## src/rtl/pot_ctrl_pkg.sv

```systemverilog
// package: constants and types for the potentiometer interface control block
package pot_ctrl_pkg;
  // ------------------------------------------------------------
  // command word layout
  // ------------------------------------------------------------
  localparam int WORD_BITS     = 16;
  localparam int CTRL_MSB      = 15;
  localparam int CTRL_LSB      = 12;
  localparam int ADDR_MSB      = 11;
  localparam int ADDR_LSB      = 8;
  localparam int DATA_MSB      = 7;
  localparam int DATA_LSB      = 0;
  localparam int BYTE_BITS     = 8;
  localparam int CHANNELS      = 4;
  localparam int WIPER_BITS    = 8;
  // ------------------------------------------------------------
  // commands decoded here
  // ------------------------------------------------------------
  localparam logic [3:0] CMD_NOP         = 4'h0;
  localparam logic [3:0] CMD_WRITE_WIPER = 4'h1;
  localparam logic [3:0] CMD_WRITE_INPUT = 4'h2;
  localparam logic [3:0] CMD_READBACK    = 4'h3;
  localparam logic [3:0] CMD_STORE_NV    = 4'h9;
  localparam logic [3:0] CMD_WRITE_NV    = 4'hb;
  localparam logic [3:0] ADDR_ALL        = 4'h8;
  // readback selectors (low data bits)
  localparam logic [1:0] RB_INPUT        = 2'h0;
  localparam logic [1:0] RB_NV           = 2'h1;
  localparam logic [1:0] RB_WIPER        = 2'h3;
  // ------------------------------------------------------------
  // reset values
  // ------------------------------------------------------------
  localparam logic [7:0] WIPER_RESET     = 8'h80;
  localparam logic [4:0] COUNT_RESET     = 5'h00;
  // ------------------------------------------------------------
  // spi frame states
  // ------------------------------------------------------------
  typedef enum logic [2:0] {
    FR_IDLE  = 3'b001,
    FR_SHIFT = 3'b010,
    FR_DONE  = 3'b100
  } frame_e;
endpackage : pot_ctrl_pkg

```

## src/rtl/pin_sync_if.sv

```systemverilog
// interface: synchronised pin levels and edge strobes
`timescale 1ns/1ps
interface pin_sync_if;
  logic sclk_fall;   // serial clock falling edge strobe
  logic sclk_rise;   // serial clock rising edge strobe
  logic frame_fall;  // frame sync went low
  logic frame_rise;  // frame sync went high
  logic frame_lvl;   // frame sync level
  logic sdi_lvl;     // serial data level
  logic load_fall;   // wiper load falling edge strobe
  logic reset_lvl_n; // hardware reset level, low active
  logic wp_lvl_n;    // write protect level, low active
  logic sel_i2c;     // interface select level
  modport src (output sclk_fall, sclk_rise, frame_fall, frame_rise, frame_lvl, sdi_lvl,
               load_fall, reset_lvl_n, wp_lvl_n, sel_i2c);
  modport dst (input sclk_fall, sclk_rise, frame_fall, frame_rise, frame_lvl, sdi_lvl,
               load_fall, reset_lvl_n, wp_lvl_n, sel_i2c);
endinterface : pin_sync_if

```

## src/rtl/pin_sync.sv

```systemverilog
// module: two-stage synchronisers for all pins, edge detectors for serial clock, frame sync and wiper load
`timescale 1ns/1ps
module pin_sync
  import pot_ctrl_pkg::*;
(
  // clock and reset
  input  wire logic clk,
  input  wire logic rst,
  // raw pins
  input  wire logic sclk_pin,
  input  wire logic sdi_pin,
  input  wire logic frame_pin,
  input  wire logic load_pin_n,
  input  wire logic reset_pin_n,
  input  wire logic wp_pin_n,
  input  wire logic sel_pin,
  // synchronised view
  pin_sync_if.src   sy
);
  localparam int N = 7;
  // idle pin levels; select starts low so the mode output never flashes i2c
  localparam logic [N-1:0] PIN_IDLE = 7'h3d;
  logic [N-1:0] meta;
  logic [N-1:0] stab;
  logic [N-1:0] last;

  // two flip-flops per pin, then one more stage for edges
  always_ff @(posedge clk) begin
    if (rst) begin
      meta <= PIN_IDLE;
      stab <= PIN_IDLE;
      last <= PIN_IDLE;
    end else begin
      meta <= {sel_pin, wp_pin_n, reset_pin_n, load_pin_n, frame_pin, sdi_pin, sclk_pin};
      stab <= meta;
      last <= stab;
    end
  end

  // edge strobes are one cycle wide per pin transition
  assign sy.sclk_fall   = last[0] & ~stab[0]; // RULE1
  assign sy.sclk_rise   = ~last[0] & stab[0];
  assign sy.sdi_lvl     = stab[1];
  assign sy.frame_lvl   = stab[2];
  assign sy.frame_fall  = last[2] & ~stab[2];
  assign sy.frame_rise  = ~last[2] & stab[2];
  assign sy.load_fall   = last[3] & ~stab[3]; // RULE19
  assign sy.reset_lvl_n = stab[4];            // RULE19
  assign sy.wp_lvl_n    = stab[5];            // RULE19
  assign sy.sel_i2c     = stab[6];
endmodule : pin_sync

```

## src/rtl/pot_iface_ctrl.sv

```systemverilog
// module: serial port select, spi command path and wiper control pins
// Summary of operation
// RULE1 - i2c samples data on serial clock fall
// RULE2 - spi shifts input on serial clock fall
// RULE3 - select low means spi, high i2c
// RULE4 - host always drives the select pin
// RULE5 - data pin bidirectional i2c, input spi; here sda_oe is held low in both modes, so the pin is never driven
// RULE6 - i2c uses two address select inputs
// RULE7 - spi output on address pin, open drain
// RULE8 - frame low active, rise commits word
// RULE9 - write protect blocks changes, reload allowed
// RULE10 - write protect active at low level
// RULE11 - unused write protect tied high
// RULE12 - load fall copies pending inputs to wipers
// RULE13 - reset low reloads wipers from memory
// RULE14 - unused reset pin tied high
// RULE15 - sixteen bit word, control address data
// RULE16 - under sixteen edges discards the word
// RULE17 - count edges, need multiple of eight
// RULE18 - output enabled in frame, changes rising
// RULE19 - pins synchronised before edge detection
`timescale 1ns/1ps
module pot_iface_ctrl
  import pot_ctrl_pkg::*;
#(
  parameter int CH = CHANNELS
)(
  // clock and reset
  input  wire logic                  clk,
  input  wire logic                  rst,
  // shared serial pins
  input  wire logic                  sclk_pin,
  input  wire logic                  sda_sdi_in,
  output logic                       sda_out,
  output logic                       sda_oe,
  input  wire logic                  bus_addr_sel_lo_frame_n,
  input  wire logic                  bus_addr_sel_hi_sdo_in,
  output logic                       bus_addr_sel_hi_sdo_out,
  output logic                       bus_addr_sel_hi_sdo_oe,
  // control pins
  input  wire logic                  interface_select,
  input  wire logic                  wiper_load_n,
  input  wire logic                  hw_reset_n,
  input  wire logic                  write_protect_n,
  // i2c address select levels and mode
  output logic [1:0]                 bus_addr_sel,
  output logic                       i2c_mode,
  // nonvolatile values and store requests
  input  wire logic [CH*WIPER_BITS-1:0] nv_value,
  output logic                       nv_write,
  output logic [1:0]                 nv_write_ch,
  output logic [WIPER_BITS-1:0]      nv_write_data,
  // wiper state and command status
  output logic [CH*WIPER_BITS-1:0]   wiper_register,
  output logic                       cmd_invalid
);
  pin_sync_if sy ();
  pin_sync u_sync (
    .clk         (clk),
    .rst         (rst),
    .sclk_pin    (sclk_pin),
    .sdi_pin     (sda_sdi_in),
    .frame_pin   (bus_addr_sel_lo_frame_n),
    .load_pin_n  (wiper_load_n),
    .reset_pin_n (hw_reset_n),
    .wp_pin_n    (write_protect_n),
    .sel_pin     (interface_select),
    .sy          (sy)
  );

  // ------------------------------------------------------------
  // state
  // ------------------------------------------------------------
  frame_e                  frame;
  logic [WORD_BITS-1:0]    shreg;
  logic [4:0]              fall_cnt;
  logic [WORD_BITS-1:0]    out_sh;
  logic [WIPER_BITS-1:0]   input_reg [CH];
  logic [CH-1:0]           pending;
  logic                    cmd_go;
  logic [WORD_BITS-1:0]    cmd_word;
  logic                    spi_mode;
  logic                    protect;
  logic [1:0]              addr_meta;   // address pins, first flop
  logic [1:0]              addr_stab;   // address pins, settled

  assign spi_mode = ~sy.sel_i2c;   // RULE3
  assign protect  = ~sy.wp_lvl_n;  // RULE10

  function automatic logic [WIPER_BITS-1:0] ch_val(input logic [CH*WIPER_BITS-1:0] v, input int c);
    ch_val = v[c*WIPER_BITS +: WIPER_BITS];
  endfunction : ch_val

  function automatic logic hit(input logic [3:0] a, input int c);
    hit = (a == ADDR_ALL) || (a[1:0] == c[1:0]);
  endfunction : hit

  // mode and address select outputs; address pins pass two flops first
  always_ff @(posedge clk) begin
    if (rst) begin
      addr_meta    <= 2'h3;
      addr_stab    <= 2'h3;
      i2c_mode     <= 1'b0;
      bus_addr_sel <= 2'h0;
    end else begin
      addr_meta    <= {bus_addr_sel_hi_sdo_in, bus_addr_sel_lo_frame_n};
      addr_stab    <= addr_meta;
      i2c_mode     <= sy.sel_i2c;                     // RULE3
      bus_addr_sel <= sy.sel_i2c ? addr_stab : 2'h0; // RULE6
    end
  end

  // spi frame sequencing: shift on fall, commit on frame rise
  always_ff @(posedge clk) begin
    if (rst) begin
      frame    <= FR_IDLE;
      shreg    <= '0;
      fall_cnt <= COUNT_RESET;
      cmd_go   <= 1'b0;
      cmd_word <= '0;
      cmd_invalid <= 1'b0;
    end else begin
      cmd_go <= 1'b0;
      unique case (frame)
        FR_IDLE: begin
          if (spi_mode && sy.frame_fall) begin // RULE8
            frame    <= FR_SHIFT;
            fall_cnt <= COUNT_RESET;
          end
        end
        FR_SHIFT: begin
          if (sy.frame_rise) begin
            frame <= FR_DONE;
          end else if (sy.sclk_fall) begin
            shreg    <= {shreg[WORD_BITS-2:0], sy.sdi_lvl}; // RULE2 RULE15
            fall_cnt <= (fall_cnt == 5'h1f) ? 5'h10 : fall_cnt + 5'h01;
          end
        end
        FR_DONE: begin
          frame    <= FR_IDLE;
          fall_cnt <= COUNT_RESET; // RULE17
          if (fall_cnt >= 5'h10 && fall_cnt[2:0] == 3'h0) begin // RULE16 RULE17
            cmd_go      <= 1'b1;
            cmd_word    <= shreg; // RULE8
            cmd_invalid <= 1'b0;
          end else begin
            cmd_invalid <= 1'b1;
          end
        end
        default: frame <= FR_IDLE;
      endcase
    end
  end

  // wiper, input registers and pending load flags
  always_ff @(posedge clk) begin
    if (rst) begin
      for (int c = 0; c < CH; c++) begin
        input_reg[c] <= WIPER_RESET;
      end
      wiper_register <= {CH{WIPER_RESET}};
      pending        <= '0;
    end else if (!sy.reset_lvl_n) begin
      wiper_register <= nv_value; // RULE13 RULE9
      pending        <= '0;
    end else begin
      if (sy.load_fall && !protect) begin // RULE12 RULE9
        for (int c = 0; c < CH; c++) begin
          if (pending[c]) wiper_register[c*WIPER_BITS +: WIPER_BITS] <= input_reg[c];
        end
        pending <= '0;
      end
      if (cmd_go && !protect) begin // RULE9
        for (int c = 0; c < CH; c++) begin
          if (hit(cmd_word[ADDR_MSB:ADDR_LSB], c)) begin
            if (cmd_word[CTRL_MSB:CTRL_LSB] == CMD_WRITE_WIPER)
              wiper_register[c*WIPER_BITS +: WIPER_BITS] <= cmd_word[DATA_MSB:DATA_LSB];
            if (cmd_word[CTRL_MSB:CTRL_LSB] == CMD_WRITE_INPUT) begin
              input_reg[c] <= cmd_word[DATA_MSB:DATA_LSB];
              pending[c]   <= 1'b1; // set wins over the load clear
            end
          end
        end
      end
    end
  end

  // nonvolatile store requests, blocked under protection
  always_ff @(posedge clk) begin
    if (rst) begin
      nv_write      <= 1'b0;
      nv_write_ch   <= 2'h0;
      nv_write_data <= '0;
    end else begin
      nv_write    <= 1'b0;
      nv_write_ch <= cmd_word[ADDR_LSB+1:ADDR_LSB];
      if (cmd_go && !protect && sy.reset_lvl_n) begin // RULE9
        if (cmd_word[CTRL_MSB:CTRL_LSB] == CMD_STORE_NV) begin
          nv_write      <= 1'b1;
          nv_write_data <= ch_val(wiper_register, int'(cmd_word[ADDR_LSB+1:ADDR_LSB]));
        end else if (cmd_word[CTRL_MSB:CTRL_LSB] == CMD_WRITE_NV) begin
          nv_write      <= 1'b1;
          nv_write_data <= cmd_word[DATA_MSB:DATA_LSB];
        end
      end
    end
  end

  // spi readback shifter: loaded by a readback command, shifted on rising edges
  always_ff @(posedge clk) begin
    if (rst) begin
      out_sh <= '0;
    end else if (cmd_go && cmd_word[CTRL_MSB:CTRL_LSB] == CMD_READBACK) begin
      unique case (cmd_word[1:0])
        RB_NV:    out_sh <= {8'h00, ch_val(nv_value, int'(cmd_word[ADDR_LSB+1:ADDR_LSB]))};
        RB_WIPER: out_sh <= {8'h00, ch_val(wiper_register, int'(cmd_word[ADDR_LSB+1:ADDR_LSB]))};
        default:  out_sh <= {8'h00, input_reg[cmd_word[ADDR_LSB+1:ADDR_LSB]]};
      endcase
    end else if (frame == FR_SHIFT && sy.sclk_rise) begin
      out_sh <= {out_sh[WORD_BITS-2:0], 1'b0}; // RULE18
    end
  end

  // open-drain output pin: only pulls low, enabled while frame low in spi mode
  always_ff @(posedge clk) begin
    if (rst) begin
      bus_addr_sel_hi_sdo_out <= 1'b0;
      bus_addr_sel_hi_sdo_oe  <= 1'b0;
      sda_out       <= 1'b0;
      sda_oe        <= 1'b0;
    end else begin
      bus_addr_sel_hi_sdo_out <= 1'b0;                                                   // RULE7
      bus_addr_sel_hi_sdo_oe  <= spi_mode && frame == FR_SHIFT && !out_sh[WORD_BITS-1]; // RULE7 RULE18
      sda_out       <= 1'b0;
      sda_oe        <= 1'b0; // RULE5 input-only here; nothing drives the data pin in either mode
    end
  end
endmodule : pot_iface_ctrl

```

## config.mk

```make
export PLATFORM = sky130hd
export DESIGN_NAME = pot_iface_ctrl
export DESIGN_NICKNAME = d
export VERILOG_FILES = /design/src/rtl/pot_ctrl_pkg.sv /design/src/rtl/pin_sync_if.sv /design/src/rtl/pin_sync.sv /design/src/rtl/pot_iface_ctrl.sv
export SDC_FILE = /design/constraint.sdc
export NUM_CORES = 1
export LEC_CHECK = 0
export BUFFER_PORTS_ARGS = -buffer_cell sky130_fd_sc_hd__buf_2
export CORE_MARGIN = 4
export CORE_UTILIZATION = 45
export CTS_CLUSTER_DIAMETER = 40
export DETAILED_ROUTE_END_ITERATION = 12
export MAX_ROUTING_LAYER = met4
export PLACE_DENSITY = 0.63
export SLEW_MARGIN = 15
export SYNTH_ARGS = -nofsm -noshare
export SYNTH_HDL_FRONTEND = slang
export SYNTH_HIERARCHICAL = 1
export SYNTH_SLANG_ARGS = --single-unit
```

## constraint.sdc

```tcl
create_clock -name clk -period 4.1 [get_ports clk]
set_clock_uncertainty 0.05 [all_clocks]
set_input_delay 0.615 -clock clk [delete_from_list [all_inputs] [get_ports clk]]
set_output_delay 0.615 -clock clk [all_outputs]
set_load 0.005 [all_outputs]
```

# After elaboration in Yosys (flattened, before gate mapping)
# Memory sizes are Yosys's and may differ from the RTL's. A register that Yosys moved wholly into a read port is not among the register bits.
# Index checks and enable logic that the tools add are counted.
[word_totals]
regBits = 131
mem_bits_rw = 32
inputBits = 42
word_cells = 162
n_memories = 1
[op_classes]
add_sub_neg = 1
order_cmp = 1
n_eq_ne = 19
shift = 2
n_mux = 71
bitwise_logic = 19
reduce_logical = 28
[memory_table]
columns = ["memory", "words", "word_bits", "read_ports", "rd_ports_with_merged_regs", "wr", "line_no", "text"]
rows = [
  ["input_reg", 4, 8, 5, 1, 4, "pot_iface_ctrl.sv:78", "logic [WIPER_BITS-1:0] input_reg [CH];"],
]
[op_table]
columns = ["operator", "count"]
rows = [
  ["$mux 8", 18],
  ["$mux 32", 3],
  ["$shiftx 32x6->8", 2],
  ["$mux 1", 35],
  ["$mux 16", 2],
  ["$mux 5", 4],
  ["$pmux 8 s2", 1],
  ["$pmux 5 s3", 1],
  ["$eq 4x4->1 const B", 3],
  ["$not 1->1", 10],
  ["$logic_and 1x1->1", 9],
  ["$eq 4x2->1 const B", 2],
  ["$mux 4", 2],
  ["$ne 2x2->1 const B", 4],
  ["$reduce_or 2->1", 4],
  ["$eq 2x2->1 const B", 3],
  ["$mux 3", 2],
  ["$pmux 3 s2", 1],
  ["$reduce_and 2->1", 3],
  ["$add 5x1->5 const B", 1],
  ["$and 1x1->1", 5],
  ["$eq 5x5->1 const B", 1],
  ["$ge 5x5->1 const B", 1],
  ["$eq 2x1->1 const B", 2],
  ["other kinds (14)", 22],
]

# Depth between registers and ports, before layout
# Gate-level depths: netlist of the first run.
[depth]
depth_word = 8
mapped_depth = 7
mapped_depth_nobuf = 5

# Modules after synthesis
# Netlist of the first run, hierarchy kept.
[modules_own_cells]
columns = ["module", "n_inst", "cells_each", "area_per_inst_um2", "seq_area_each_um2"]
rows = [
  ["pot_iface_ctrl", 1, 679, 6784.0, 3263.1],
  ["pin_sync", 1, 40, 499.2, 340.3],
]

# Worst setup path after synthesis of the first run
# Ideal clock, no wire load.
[synth_timing]
path_type = "reg-to-reg"
start = "register u_sync.stab[5]"
end = "memory input_reg[2][0] (enable)"
setup_ns = 0.375
arrival_ns = 1.902
t_required_ns = 3.675
setup_slack_ns = 1.774
stages_incl_launch_ff = 7
synth_period_minus_slack_ns = 2.326
path_cell_list = "dfxtp_1 clkbuf_1 nand2_1 a211o_1 clkbuf_1 clkbuf_1 o21bai_1"
[synth_rtl]
columns = ["item", "line_no", "text"]
rows = [
  ["from (decl)", "pin_sync.sv:24", "logic [N-1:0] stab;"],
  ["from (signal assigned)", "pin_sync.sv:35", "stab <= meta;"],
  ["to (decl)", "pot_iface_ctrl.sv:78", ""],
]

==> flow_summary.toml, run 1 <==
[setup_path]
cp_slowest_cell = "dfxtp_1"
critical-path-top-delay-family = "compound AO/OA/AOI/OAI gates"
crit_path_start_kind = "flip-flop"
crit_type = "flip-flop to flip-flop"
cp_slowest_stage_delay_ns = 1.02
worst-path-buf-inv = 1
crit_arrival_ns = 2.91
crit_chain = "inv_1 -> a211o_1 -> o21bai_1"
crit_required_ns = 4.11
crit_path_max_fanout = 24
cp-end-kind = "flip-flop"

[floorplan]
start_util_pct = 45.85
die_x_um = 135.2
dieArea_um2 = 18280
core_area_um2 = 15890
ios = 93
die_height_um = 135.2
rows = 46

[synth]
ys_seq_area_share_pct = 49.48
ys_ff_latch = 164
ys.flop_type = "dfxtp_1"
yosysTopAreaCell = "dfxtp_1"
synth_cells = 719
synth_top_area_share_pct = 36.28
async_reset_ff_share_pct = 0
yosys-top-cells-area = "dfxtp_1, edfxtp_1, mux4_2"
ys_types = 60
ys_top_cells_by_count = "dfxtp_1, nand2_1, nor3_1"
syn_area_um2 = 7283
synth_edf_count = 32
synth_most_common_cell = "dfxtp_1"
syn_area_per_cell_um2 = 10.13
yosys_warnings = 6

[clock_network]
clock-root-buffer = "clkbuf_16"
cts_buffers = 17
cts_setup_buffers = 0
clock_latency_ns = 0.42
post_cts_resized = 0
cts_tree = "built"
htree_levels = 4
max-clock-path-buffers = 2
cts_sinks = 164
cts_hold_buf = 0
clk_pin_slew_ns = 0.06

[drt]
wl_met2_mm = 9.955
met1_length_mm = 9.363
num_vias = 5898
drcViolationCount = 0
final_antenna_net_count = 0
wl_mm = 21.82
drt_iter0_drc = 525
firstDrtPassIters = 6
top_layer = "met4"
met3WireLength_mm = 1.944
wire_per_inst_um = 21.54
via_per_inst = 5.822

[timing]
setup_viol = 0
max_freq_mhz = 344.8
whs_ns = 0.3186
tightest_slew_ns = 1.201
max-slew-margin-rel_pct = 19.66
slew_violations = 0
period_share_pct = 70.73
fin_crit_ns = 2.900
finalHoldViolCount = 0
fin_setup_tns_ns = 0
setup_ws_ns = 1.200
rsz0062_at_grt = "false"

[layout]
regArea_um2 = 3603
fin_area_um2 = 8456
multi_input_area_um2 = 3396
final_util_pct = 53.23
areaGrowthSynthToFinish_pct = 16.10
antennaDiodeCount = 0
fillers = 1460
fin_cells = 1013
drive_above_1_share_pct = 22.33
nets = 828

[placed_design]
place_ws_ns = 1.235
placedCellCount = 981
placed_cell_area_um2 = 7845
gp_congestion = 0.9845
portBuffers = 89
dpl.hpwl_mm = 16.57

[power_and_ir_drop]
irDropWorstVdd_mv = 0.2964
power_leakage_nw = 3.018
p_total_mw = 3.491
power.density_nw_per_um2 = 412.8

[global_routing]
grt.total_usage_pct = 24.88
grt_max_degree = 44
globalRoute.totalOverflow = 0
antenna_found_initial = 0
grt_pass1_wl_mm = 33.45
grt_pass1_vias = 5736

[worst_hold_path]
hold_class = "input pin to flip-flop"

[run_status]
status = "complete, no violations"

[job]
drv_cap = 0
## power by group
| group | internal (mW) | switching, mW |
|---|---|---|
| clock | 0.963 | 0.676 |
| sequential | 1.67 | 0.0292 |
| combinational | 0.0632 | 0.0857 |
## logic make-up (layout without fill, tap and decap cells)
group | Yosys count | in the layout | share of synthesized area [%]
fa+ha+maj | 2 | 2 | 0.3435
simple gates | 281 | 281 | 19.00
xor+xnor | 1 | 1 | 0.1203
buf+inv | 73 | 149 | 4.209
other cells | 1 | 3 | 0.05149
flops | 164 | 164 | 49.48
compound gates | 124 | 124 | 12.47
mux | 73 | 73 | 14.33
## worst register-to-register path, delay by kind of cell, from the launching register on
family	cells	cell delay [ns]
AO/OA/AOI/OAI	2	1.22
buffers and inverters	1	0.26
flip-flops	1	1.02
## metal layers
| metal | vias up | GRT usage, % |
|---|---|---|
| met1 | 2843 | 32.90 |
| met5 | - | - |
| met2 | 260 | 36.31 |
| li1 | 2747 | - |
| met3 | 48 | 7.207 |
| met4 | 0 | 9.518 |
## layout make-up
class / instances / area share [%]
Clock buffer: 20 / 5.534
Clock inverter: 12 / 1.687
Inverter: 22 / 0.9766
Multi-Input combinational cell: 484 / 40.16
Sequential cell: 164 / 42.62
Tap cell: 216 / 3.196
Timing Repair Buffer: 95 / 5.830
## layout by cell type (no fill, tap or decap), drive strengths merged, types with 8 or more instances in the layout
master / count
dfxtp: 132
o32ai: 13
o21ai: 16
mux2: 10
nand3: 8
nor2: 41
mux4: 24
a221o: 8
inv: 26
buf: 95
o22ai: 11
nand2: 106
a311oi: 8
a211oi: 13
nor3: 43
and2: 17
clkbuf: 20
a21oi: 31
edfxtp: 32
mux2i: 39
or2: 19
## path summary, 6_finish.rpt
check / startpoint / to / slack [ns] / depth (start not counted)
max: cmd_word[9]$_SDFFE_PP0P_ / input_reg[2][1]$_SDFFCE_PN0P_ / 1.20 / 3
min: sclk_pin / u_sync/meta[0]$_SDFF_PP1_ / 0.32 / 2
max reg2reg: cmd_word[9]$_SDFFE_PP0P_ / input_reg[2][1]$_SDFFCE_PN0P_ / 1.20 / 3
min reg2reg: u_sync/meta[0]$_SDFF_PP1_ / u_sync/stab[0]$_SDFF_PP1_ / 0.36 / 1
Note: power is estimated with default switching activity, not from simulation.
==> inputs of run 2 (changes only) <==
- PLACE_DENSITY: 0.63 -> 0.65
- clock period: 4.1 -> 2.6 ns (I/O delays scaled with it)
==> flow_summary.toml, run 2 (synthesis results as in run 1) <==
[placed_design]
placed_cell_area_um2 = 7995
gp_congestion = 1.001
place_ws_ns = 0.3353
placedCellCount = 1001
portBuffers = 89
dpl.hpwl_mm = 16.61

[layout]
fillers = 1427
areaGrowthSynthToFinish_pct = 17.14
antennaDiodeCount = 0
fin_cells = 1031
fin_area_um2 = 8532
nets = 848
drive_above_1_share_pct = 24.05
final_common_cell = "dfxtp_1"
layout_common_cells = "dfxtp_1, nand2_1, buf_2, nor3_1, nor2_1"

[clock_network]
cts_setup_buffers = 0
max-clock-path-buffers = 2
clock_latency_ns = 0.42
cts_tree = "built"
htree_levels = 4
post_cts_resized = 0
clock-root-buffer = "clkbuf_16"
cts_sinks = 164
cts_hold_buf = 0
cts_buffers = 17
clk_pin_slew_ns = 0.06

[drt]
firstDrtPassIters = 5
final_antenna_net_count = 0
wl_mm = 21.89
via_per_inst = 5.786
drcViolationCount = 0
wire_per_inst_um = 21.23
num_vias = 5965
drt_iter0_drc = 589

[global_routing]
antenna_found_initial = 0
grt_pass1_vias = 5814
grt_max_degree = 48
globalRoute.totalOverflow = 0
grt_pass1_wl_mm = 33.50
grt.total_usage_pct = 24.86

[floorplan]
die_height_um = 135.2
ios = 93
start_util_pct = 45.85
dieArea_um2 = 18280
die_x_um = 135.2
rows = 46
core_area_um2 = 15890

[timing]
fin_crit_ns = 2.282
rsz0062_at_grt = "false"
tightest_slew_ns = 0.8305
max_freq_mhz = 438.3
fin_setup_tns_ns = 0
setup_viol = 0
finalHoldViolCount = 0
slew_violations = 0
setup_ws_ns = 0.3183
period_share_pct = 87.76
max-slew-margin-rel_pct = 44.52

[power_and_ir_drop]
p_total_mw = 5.224
power.density_nw_per_um2 = 612.3
power_leakage_nw = 3.072
irDropWorstVdd_mv = 0.4901

[setup_path]
r2r_end = "wiper_register[6]$_SDFF_PP0_"
crit_type = "flip-flop to flip-flop"
timing.reg2reg.setup_slack_ns = 0.32
crit_arrival_ns = 2.53
r2r_start = "cmd_word[12]$_SDFFE_PP0P_"
cp-end-kind = "flip-flop"
r2r_cells = 4
crit_required_ns = 2.85
crit_path_max_fanout = 20
crit_path_start_kind = "flip-flop"

[worst_hold_path]
min_path_cells = 2
hold_start = "write_protect_n"
hold_class = "input pin to flip-flop"
whs_endpoint = "u_sync/meta[5]$_SDFF_PP1_"

[job]
drv_cap = 0

[run_status]
status = "complete, no violations"
[run 2: worst max-delay path, cell delays in order, from the launching register on]
cell	delay [ns]
dfxtp_1	0.43
or4b_4	0.66
or4_1	0.70
mux2i_1	0.24
o21ai_1	0.08
[run 2: worst max-delay path by stage]
stage / slack [ns] / endpoint / from / depth (start not counted)
6_report: 0.32 / wiper_register[6]$_SDFF_PP0_ / cmd_word[12]$_SDFFE_PP0P_ / 4
5_1_grt: 0.18 / wiper_register[19]$_SDFF_PP0_ / cmd_word[12]$_SDFFE_PP0P_ / 4
4_1_cts: 0.32 / wiper_register[6]$_SDFF_PP0_ / cmd_word[12]$_SDFFE_PP0P_ / 4
3_5_place_dp: 0.34 / wiper_register[3]$_SDFF_PP0_ / cmd_word[12]$_SDFFE_PP0P_ / 4
3_3_place_gp: 0.39 / wiper_register[6]$_SDFF_PP0_ / cmd_word[15]$_SDFFE_PP0P_ / 4
2_1_floorplan: 0.27 / input_reg[2][0]$_SDFFCE_PN0P_ / u_sync/stab[5]$_SDFF_PP1_ / 6
[run 2: layout make-up]
| type | count | area, um2 | area share [%] |
|---|---|---|---|
| flip-flops and latches | 164 | 3603 | 42.23 |
| clock buffers | 21 | 461.7 | 5.411 |
| inverters | 22 | 82.58 | 0.9679 |
| repair buffers | 115 | 643.1 | 7.538 |
| clock inverters | 9 | 75.07 | 0.8799 |
| multi-input cells | 484 | 3396 | 39.80 |
| well taps | 216 | 270.3 | 3.168 |
[run 2: power by group]
group          internal, mW  total [mW]  leakage [nW]  switching, mW
combinational         0.107       0.241          1.42          0.134
sequential             2.64        2.68          1.39         0.0441
clock                  1.28        2.30         0.261           1.02
[run 2: per-layer routing]
| layer | GRT usage (%) | routed length (um) |
|---|---|---|
| met2 | 38.91 | 10470 |
| met5 | - | 0 |
| met4 | 8.399 | 529 |
| met3 | 6.166 | 1576 |
| met1 | 31.73 | 9316 |
[run 2: per-stage QoR]
stage	hold slack [ns]	utilization, %
final	0.09575	53.71
after global routing	0.08106	53.71
after CTS	0.07813	53.71
after detailed placement	0.3436	50.33
after global placement	0.3414	50.33
after floorplan	0.3332	-
